$ cat src/shared/plltmr_pkg.sv
// Package with register map, field layout and reset values of the lock timer block.
package plltmr_pkg;
    localparam logic [6:0] PLLTMR_MODE_ADDR = 7'h58;
    localparam int PLLTMR_STATUS_BIT = 0;
    localparam int PLLTMR_PLLSEL_BIT = 1;
    localparam int PLLTMR_FORCE_BIT = 2;
    localparam int PLLTMR_CNT_LSB = 3;
    localparam int PLLTMR_CNT_MSB = 10;
    localparam int PLLTMR_FRAC_BIT = 11;
    localparam int PLLTMR_MUL_LSB = 12;
    localparam int PLLTMR_MUL_MSB = 15;
    localparam logic [3:0] PLLTMR_DIV_LAST = 4'hF;
    localparam logic [3:0] PLLTMR_MUL_RESET = 4'hF;
    localparam logic [7:0] PLLTMR_CNT_RESET = 8'h00;
    localparam logic [3:0] PLLTMR_PRESCALE_LAST = 4'hF;
    localparam logic [3:0] PLLTMR_MUL_BYPASS = 4'hF;
    localparam logic [15:0] PLLTMR_RESET_WORD = 16'hF003;
    localparam logic [7:0] PLLTMR_MULT_RESET = 8'h04;
    // Multiplier in quarter units: output = ref * mult_q / 4.
    typedef logic [7:0] plltmr_mult_t;
    typedef enum logic [1:0] {
        PLLTMR_DIV = 2'b00,
        PLLTMR_LOCK = 2'b01,
        PLLTMR_PLL = 2'b10
    } plltmr_state_t;
endpackage

$ cat src/rtl/plltmr_top.sv
// Clock mode register, lock timer and core clock source selection.
//
// Contract
// The lock timer is a down-counter loaded from the lock-count field that runs to zero.
// The preset and counter are eight bits, taking any value 0 to 255.
// The counter steps down once every sixteen reference clocks via a divide-by-16 enable.
// A change from divide mode to PLL mode starts the lock timer.
// The core stays on divide mode while counting and moves to the PLL only at zero.
// Software programs the count as lockup time over sixteen reference periods.
// Software uses the lockup time for the target frequency, 16 us to 35 us.
// The clock mode register is at data address 58h.
// The lock-count field occupies bits 10 to 3 of the clock mode register.
// The multiplier follows the divide, integer, bypass and fractional table.
// The oscillator runs when the force-on bit or the PLL-select bit is high.
// Bit 0 reads 0 in divide mode and 1 in PLL mode and is read-only.
// A write setting PLL-select while in divide mode loads the counter and starts it.
`timescale 1ns/100ps
module plltmr_top
    import plltmr_pkg::*;
(
    input wire logic clk,
    input wire logic rst_n,
    input wire logic [6:0] mmr_addr,
    input wire logic mmr_wr,
    input wire logic mmr_rd,
    input wire logic [15:0] mmr_wdata,
    output logic [15:0] mmr_rdata,
    output logic vco_run,
    output logic core_on_pll,
    output plltmr_pkg::plltmr_mult_t mult_q,
    output logic [7:0] lock_count_now
);
    import plltmr_pkg::*;

    // Register image and control state, all held in one set of flip-flops.
    typedef struct packed {
        logic [3:0] multiply_field;
        logic fraction_select_bit;
        logic [7:0] lock_count_field;
        logic vco_force_on_bit;
        logic pll_select_bit;
        plltmr_state_t state;
        logic [7:0] cnt;
        logic [3:0] prescale;
        logic [15:0] rdata;
        logic vco;
        logic on_pll;
        plltmr_mult_t mult;
    } plltmr_regs_t;

    // Values taken on reset: PLL mode with the multiplier in bypass.
    localparam plltmr_regs_t RESET_STATE = '{
        multiply_field: PLLTMR_MUL_RESET,
        fraction_select_bit: 1'b0,
        lock_count_field: PLLTMR_CNT_RESET,
        vco_force_on_bit: 1'b0,
        pll_select_bit: 1'b1,
        state: PLLTMR_PLL,
        cnt: 8'h00,
        prescale: 4'h0,
        rdata: 16'h0000,
        vco: 1'b1,
        on_pll: 1'b1,
        mult: PLLTMR_MULT_RESET
    };

    plltmr_regs_t cur_r;
    plltmr_regs_t cur_nxt;
    logic wr_hit;
    logic rd_hit;
    logic tick;
    logic cnt_zero;
    logic dec_now;
    logic start_lock;
    logic abort_lock;
    logic [7:0] wr_count;
    logic [15:0] cur_word;

    // True when a strobe addresses the clock mode register.
    function automatic logic reg_hit(input logic strobe, input logic [6:0] addr);
        logic hit;
        hit = strobe && (addr == PLLTMR_MODE_ADDR);
        return hit;
    endfunction

    // Builds the register image; bit 0 comes from the state, never from written data.
    function automatic logic [15:0] pack_word(input plltmr_regs_t r);
        logic [15:0] w;
        w = 16'h0000;
        w[PLLTMR_MUL_MSB:PLLTMR_MUL_LSB] = r.multiply_field;
        w[PLLTMR_FRAC_BIT] = r.fraction_select_bit;
        w[PLLTMR_CNT_MSB:PLLTMR_CNT_LSB] = r.lock_count_field;
        w[PLLTMR_FORCE_BIT] = r.vco_force_on_bit;
        w[PLLTMR_PLLSEL_BIT] = r.pll_select_bit;
        w[PLLTMR_STATUS_BIT] = (r.state == PLLTMR_PLL);
        return w;
    endfunction

    // Copies the writable fields of a register write into the state.
    function automatic plltmr_regs_t apply_write(input plltmr_regs_t r, input logic [15:0] d);
        plltmr_regs_t n;
        n = r;
        n.multiply_field = d[PLLTMR_MUL_MSB:PLLTMR_MUL_LSB];
        n.fraction_select_bit = d[PLLTMR_FRAC_BIT];
        n.lock_count_field = d[PLLTMR_CNT_MSB:PLLTMR_CNT_LSB];
        n.vco_force_on_bit = d[PLLTMR_FORCE_BIT];
        n.pll_select_bit = d[PLLTMR_PLLSEL_BIT];
        return n;
    endfunction

    // Multiplier in quarter units for the current mode and field values.
    function automatic plltmr_mult_t calc_mult(input logic pll, input logic frac,
                                               input logic [3:0] mul);
        plltmr_mult_t m;
        logic [3:0] inc;
        m = 8'h00;
        inc = mul + 4'h1;
        if (!pll) begin
            if (mul == PLLTMR_DIV_LAST) begin
                m = 8'h01;
            end else begin
                m = 8'h02;
            end
        end else if (!frac) begin
            if (mul == PLLTMR_MUL_BYPASS) begin
                m = 8'h04;
            end else begin
                m = {2'b00, inc, 2'b00};
            end
        end else if (!mul[0]) begin
            m = {3'b000, inc, 1'b0};
        end else begin
            m = {4'h0, mul};
        end
        return m;
    endfunction

    assign wr_hit = reg_hit(mmr_wr, mmr_addr);
    assign rd_hit = reg_hit(mmr_rd, mmr_addr);
    assign tick = (cur_r.prescale == PLLTMR_PRESCALE_LAST);
    assign cnt_zero = (cur_r.cnt == 8'h00);
    assign dec_now = tick && !cnt_zero;
    assign wr_count = mmr_wdata[PLLTMR_CNT_MSB:PLLTMR_CNT_LSB];
    assign start_lock = wr_hit && mmr_wdata[PLLTMR_PLLSEL_BIT];
    assign abort_lock = wr_hit && !mmr_wdata[PLLTMR_PLLSEL_BIT];
    assign cur_word = pack_word(cur_r);

    // Next state: register writes, lock timer and core clock source.
    always_comb begin
        cur_nxt = cur_r;
        // The prescaler runs freely and restarts on a load, so the first step is a full period.
        cur_nxt.prescale = cur_r.prescale + 4'h1;
        if (wr_hit) begin
            cur_nxt = apply_write(cur_nxt, mmr_wdata);
        end
        // Writing the PLL-select bit low from lock or PLL mode returns to divide mode.
        unique case (cur_r.state)
            PLLTMR_DIV: begin
                if (start_lock) begin
                    cur_nxt.cnt = wr_count;
                    cur_nxt.prescale = 4'h0;
                    cur_nxt.state = PLLTMR_LOCK;
                end else begin
                    cur_nxt.state = PLLTMR_DIV;
                end
            end
            PLLTMR_LOCK: begin
                if (abort_lock) begin
                    cur_nxt.state = PLLTMR_DIV;
                end else if (cnt_zero) begin
                    cur_nxt.state = PLLTMR_PLL;
                end else if (dec_now) begin
                    cur_nxt.cnt = cur_r.cnt - 8'h01;
                end else begin
                    cur_nxt.state = PLLTMR_LOCK;
                end
            end
            PLLTMR_PLL: begin
                if (abort_lock) begin
                    cur_nxt.state = PLLTMR_DIV;
                end else begin
                    cur_nxt.state = PLLTMR_PLL;
                end
            end
            default: begin
                cur_nxt.state = PLLTMR_DIV;
            end
        endcase
        // The core leaves divide mode only once the timer has run out.
        if (cur_nxt.state == PLLTMR_PLL) begin
            cur_nxt.on_pll = 1'b1;
        end else begin
            cur_nxt.on_pll = 1'b0;
        end
        // Either control bit keeps the oscillator running.
        if (cur_nxt.vco_force_on_bit || cur_nxt.pll_select_bit) begin
            cur_nxt.vco = 1'b1;
        end else begin
            cur_nxt.vco = 1'b0;
        end
        cur_nxt.mult = calc_mult(cur_nxt.on_pll, cur_nxt.fraction_select_bit,
                                 cur_nxt.multiply_field);
        // Read data stands for one cycle and is zero otherwise.
        if (rd_hit) begin
            cur_nxt.rdata = cur_word;
        end else begin
            cur_nxt.rdata = 16'h0000;
        end
    end

    always_ff @(posedge clk or negedge rst_n) begin
        if (!rst_n) begin
            cur_r <= RESET_STATE;
        end else begin
            cur_r <= cur_nxt;
        end
    end

    // Every output is a field of the state register.
    assign mmr_rdata = cur_r.rdata;
    assign vco_run = cur_r.vco;
    assign core_on_pll = cur_r.on_pll;
    assign mult_q = cur_r.mult;
    assign lock_count_now = cur_r.cnt;
endmodule

$ cat config.mk
export PLATFORM = sky130hd
export DESIGN_NAME = plltmr_top
export DESIGN_NICKNAME = d
export VERILOG_FILES = /design/src/shared/plltmr_pkg.sv /design/src/rtl/plltmr_top.sv
export SDC_FILE = /design/constraint.sdc
export NUM_CORES = 1
export LEC_CHECK = 0
export ABC_AREA = 1
export BUFFER_PORTS_ARGS = -buffer_cell sky130_fd_sc_hd__clkbuf_2
export CORE_AREA = 5 5 81 83
export CTS_BUF_LIST = sky130_fd_sc_hd__clkbuf_8
export DETAILED_ROUTE_END_ITERATION = 7
export DIE_AREA = 0 0 86 88
export HOLD_SLACK_MARGIN = 0.12
export MAX_ROUTING_LAYER = met4
export PLACE_DENSITY_LB_ADDON = 0.15
export SLEW_MARGIN = 20
export SYNTH_ARGS = -nofsm -noshare
export SYNTH_HDL_FRONTEND = slang
export SYNTH_SLANG_ARGS = --single-unit
$ cat constraint.sdc
create_clock -name clk -period 1.4 [get_ports clk]
set_input_delay 0.28 -clock clk [delete_from_list [all_inputs] [get_ports clk]]
set_output_delay 0.28 -clock clk [all_outputs]
set_load 0.005 [all_outputs]
# Yosys cells after proc, flatten, opt, wreduce, memory -nomap -nowiden
# Index checks and enable logic that the tools add are counted.
[classes]
n_addsub = 3
n_eq_ne = 6
mux = 21
n_reduce_logical = 10
[op_table]
columns = ["cell", "n"]
rows = [
  ["$mux 55", 1],
  ["$mux 8", 5],
  ["$mux 16", 1],
  ["$pmux 8 s2", 1],
  ["$mux 12", 1],
  ["$mux 2", 5],
  ["$add 4x1->4 const B", 2],
  ["$eq 4x4->1 const B", 2],
  ["$logic_not 8->1", 1],
  ["$sub 8x1->8 const B", 1],
  ["$eq 7x7->1 const B", 1],
  ["$mux 6", 1],
  ["$pmux 2 s3", 1],
  ["$logic_and 1x1->1", 5],
  ["$mux 5", 1],
  ["$eq 2x2->1 const B", 2],
  ["$mux 4", 1],
  ["$mux 1", 3],
  ["$eq 2x1->1 const B", 1],
  ["$logic_not 1->1", 2],
  ["$logic_not 2->1", 1],
  ["$logic_or 1x1->1", 1],
]
[word_totals]
ff_bits = 55
output_inout_bits = 34

# Logic depth before layout (Yosys ltp)
[logic_depth]
depth_word = 10
mapped_depth = 12
depth_no_buf = 11

# Worst setup path after synthesis
# Ideal clock, no wire load.
[synth_path]
path_kind = "input to register"
start = "input mmr_addr[2]"
end = "register cur_r, in the netlist mult_q[3]"
setup_time_ps = 119
arrival_ps = 1585
required_time_ps = 1281
path_slack_ps = -304
stages = 11
path_buffers = 1
path_cell_list = "inv_1 nand2_2 nor2_4 nand3_2 buf_6 nand2_1 nand2_2 ha_1 or2_0 nand3_1 nor2_1"
[synth_lines]
columns = ["element", "line_no", "rtl"]
rows = [
  ["start, declared", "plltmr_top.sv:23", "input wire logic [6:0] mmr_addr,"],
  ["end signal, assigned", "plltmr_top.sv:215", "cur_r <= cur_nxt;"],
  ["end, declared", "plltmr_top.sv:67", "plltmr_regs_t cur_r;"],
]

# Final worst setup path
[layout_path]
start = "register cur_r, in the netlist lock_count_now[1]"
end = "register cur_r, in the netlist lock_count_now[4]"
[layout_between]
elab_chain_cells = 7
[layout_rtl]
columns = ["element", "line_no", "rtl"]
rows = [
  ["branches (longest 4 deep; another with $sub 8x1->8)", "--", ""],
  ["$mux 8 (*)", "plltmr_top.sv:170", "end else if (cnt_zero) begin"],
  ["$mux 8 (*)", "plltmr_top.sv:168", "if (abort_lock) begin"],
  ["$pmux 8 s2 (*)", "plltmr_top.sv:157", "unique case (cur_r.state)"],
]
# Mark *: on every way between the ends.
# A chain may end at the register's enable or synchronous reset.

==> out/results.tsv <==
stage	metric	value	unit
layout	Layout Utilization	61.73	%
synthesis	number of flops mapped to enable cells by yosys	0	
floorplanning	initial cell density of the core	48.12	%
hold_path	Min-Delay Path Class	in -> reg	
routing	via count	2263	
sta	final setup skew	14.03	ps
pwr	Comb pwr share	43.6	%
pwr	Net Sw Frac	36.65	%
clock_tree	clock sinks	53	
critical_path	Worst setup SP type	flop	
routing	via/cell ratio	4.784	
clock_tree	Num CTS Buffers	5	
critical_path	Reg-to-Reg End	lock_count_now[4]	
routing	Routed Antenna Nets	0	
sta	Final period util	108.1	%
floorplanning	Die W	86	microns
global_route	vias in the first global route	2240	
sta	Fin Setup TNS	-826.8	ps
sta	Final min period	1513	ps
routing	WL per Instance	12.72	microns
routing	drt total wl	6.016	mm
pwr	Clk pwr share	17.8	%
pwr	Net Switching	1.869	mW
synthesis	Distinct cells, synth	31	
pwr	PD cells	1429	nW/um^2
critical_path	CP Class	reg -> reg	
sta	RSZ-0062 raised after global routing	true	
routing	Initial DRC Count	76	
critical_path	CP Max Fanout	3	
floorplanning	Core Area	5781	sq um
clock_tree	Clock transition at path regs	100	ps
layout	Final #Nets	429	
floorplanning	Chip Height	88	microns
synthesis	Synth top cells by count	63 x nand2_1, 45 x inv_1, 44 x dfrtp_1, 33 x buf_4, 29 x nor2_1	
critical_path	CP arrival	1770	ps
floorplanning	I/O Pins	61	
floorplanning	die area	7568	sq um
routing	first drt pass iteration count	4	
critical_path	r2r setup slk	-110	ps
clock_tree	CTS tree	yes	
sta	max-slew violations	0	
critical_path	Crit. End Element	flop	
synthesis	Synth async-reset ratio	100.0	%
clock_tree	worst-skew pair later-pin latency	310	ps
clock_tree	root cell of the clock tree	clkbuf_8	
hold_path	hold path startpoint	mmr_wdata[5]	
layout	layout cells sized above 1	42.96	%
critical_path	worst reg2reg path depth	11	
global_route	pin count of the biggest net entering global routing	54	
global_route	initial antenna violation count	0	
hold_path	Hold Path Stages	3	
global_route	gr usage total	17.04	%
synthesis	count of state elements after synthesis	53	
sta	final worst slack	-112.9	ps
outcome	status	finished, violations left	
clock_tree	Clock H-tree levels	2	
synthesis	top area cells in the synthesized netlist	dfrtp_1 40%, buf_4 8.9%, dfstp_2 8.5%	
placed_design	Port Buffer Count	57	
pwr	design internal power	3.230	mW
layout	ANT cells	0	
synthesis	Post-Synthesis Cells	323	
synthesis	area leader, netlist	dfrtp_1	
hold_path	Min-Delay Endpoint	cur_r[44]	
synthesis	yosys warns	0	
layout	area grow syn2layout	28.29	%
layout	Fill cells	536	
sta	Final setup viols	14	
critical_path	Reg2Reg Launch Point	lock_count_now[1]	
global_route	remaining global-route overflow	0	
routing	DR DRC count	0	
outcome	failing checks	negative setup slack	
sta	fmax	661.0	MHz
synthesis	post-synthesis average cell area	8.611	sq um
synthesis	most numerous cell in the Yosys netlist	nand2_1	
synthesis	sequential share of the synthesized area	48.09	%
pwr	Leak Pwr	1.910	nW
critical_path	CP required	1660	ps
placed_design	DP HPWL	4.488	mm
synthesis	Main synth FF type	dfrtp_1	
sta	endpoints failing hold	0	
synthesis	top-area cell type share of the netlist area	39.59	%
clock_tree	clock tree buffer depth	2	
run	Max Cap Violations	0	
floorplanning	# rows	28	
placed_design	Placer Congestion	0.8481	
pwr	Flop pwr share	38.6	%
pwr	worst vdd ir	0.9763	mV
synthesis	mapped cell area	2781	sq um
global_route	first-pass GRT wire length	9.853	mm
## metrics by stage
stage	power, mW	cell area (sq um)	instances	hold slack, ps	setup slack (ps)
floorplan	3.210	2887	324	-15.59	-178.1
global placement	3.876	3328	460	301.2	-251.5
detailed placement	3.934	3328	460	304.8	-275.8
CTS	4.986	3518	471	208.1	-156.1
global route	5.484	3568	473	224.6	-233.0
finish	5.099	3568	473	210.5	-112.9
## final cells by class
class / count / area [sq um] / area share, %
clock buffer: 5 / 68.82 / 1.928
clock inverter: 3 / 28.78 / 0.8065
inverter: 48 / 207.7 / 5.820
multi-input combinational: 187 / 1141 / 31.98
sequential: 53 / 1338 / 37.48
tap: 75 / 93.84 / 2.630
timing repair buffer: 102 / 690.7 / 19.35
## worst max-delay path by stage
stage / from / endpoint / slack (ps) / cells past startpoint
2_1_floorplan: mmr_addr[1] / mult_q[3] / -180 / 11
3_3_place_gp: mmr_addr[1] / mult_q[3] / -250 / 11
3_5_place_dp: mmr_addr[1] / vco_run / -280 / 10
4_1_cts: lock_count_now[1] / lock_count_now[0] / -160 / 10
5_1_grt: lock_count_now[1] / lock_count_now[4] / -230 / 11
6_report: lock_count_now[1] / lock_count_now[4] / -110 / 11
## state kept, by name (all words and copies together) (netlist names)
| signal | cells |
|---|---|
| mult_q | 6 |
| cur_r | 21 |
| mmr_rdata | 16 |
| core_on_pll | 1 |
| vco_run | 1 |
| lock_count_now | 8 |
## per-layer routing
layer / up-vias / track usage, % / share of wire (%)
li1: 1128 / - / -
met1: 1059 / 19.30 / 40
met2: 70 / 29.99 / 53
met3: 6 / 3.669 / 5.7
met4: 0 / 5.468 / 1.0
met5: - / - / 0
## kinds of logic (layout without fill, tap and decap cells)
logic type | Yosys count | count (layout) | share of synthesized area, %
AND/OR/NAND/NOR | 151 | 151 | 27.35
buffers and inverters | 84 | 158 | 16.06
flip-flops | 53 | 53 | 48.09
adder cells (fa/ha/maj) | 5 | 5 | 2.249
AO/OA/AOI/OAI | 27 | 27 | 5.488
other | 1 | 2 | 0.1348
XOR/XNOR | 2 | 2 | 0.6299
## cells in the final DEF, fill, tap and decap left out, types with 2 or more instances in the layout
master and count:
o21ai_0 18, ha_4 2, inv_2 5, nand2_1 55
clkbuf_2 57, xor2_1 2, dfrtp_1 44, nand2_4 11
nand3_1 20, buf_12 4, inv_6 4, ha_1 3
or2_2 2, nor2_1 24, nand3_2 9, conb_1 2
clkbuf_8 5, nor2_2 5, inv_1 38, buf_6 4
nor2_8 2, nand2_2 6, nand4_1 11, a21oi_1 2
dfstp_2 9, nor2_4 3, o22ai_1 2, buf_4 36
## power by group through the flow
stage | sequential [mW] | clock [mW] | combinational (mW)
final | 1.97 | 0.909 | 2.22
after global routing | 2.00 | 1.01 | 2.48
after CTS | 1.96 | 0.957 | 2.06
after detailed placement | 1.99 | 0 | 1.94
after global placement | 1.98 | 0 | 1.89
after floorplan | 1.99 | 0 | 1.22
## critical path, stage by stage, from the launching register on
cell and delay, ps:
dfrtp_1 400, inv_2 90, buf_4 120, ha_1 150
inv_1 60, nor2_2 100, nand2_1 80, xor2_1 180
nand2_1 60, o21ai_0 70, nand3_1 80, nand2_1 60
## what timing repair did
| item | 4_1_cts | 5_1_grt |
|---|---|---|
| hold endpoints to repair | 44 | 0 |
| setup buffers | 3 | 3 |
| resized for setup | 14 | 13 |
| hold buffers | 1 | 0 |
| setup endpoints to repair | 16 | 17 |
| pin swaps | 18 | 6 |
No activity file was read; power rests on OpenSTA's default activity.
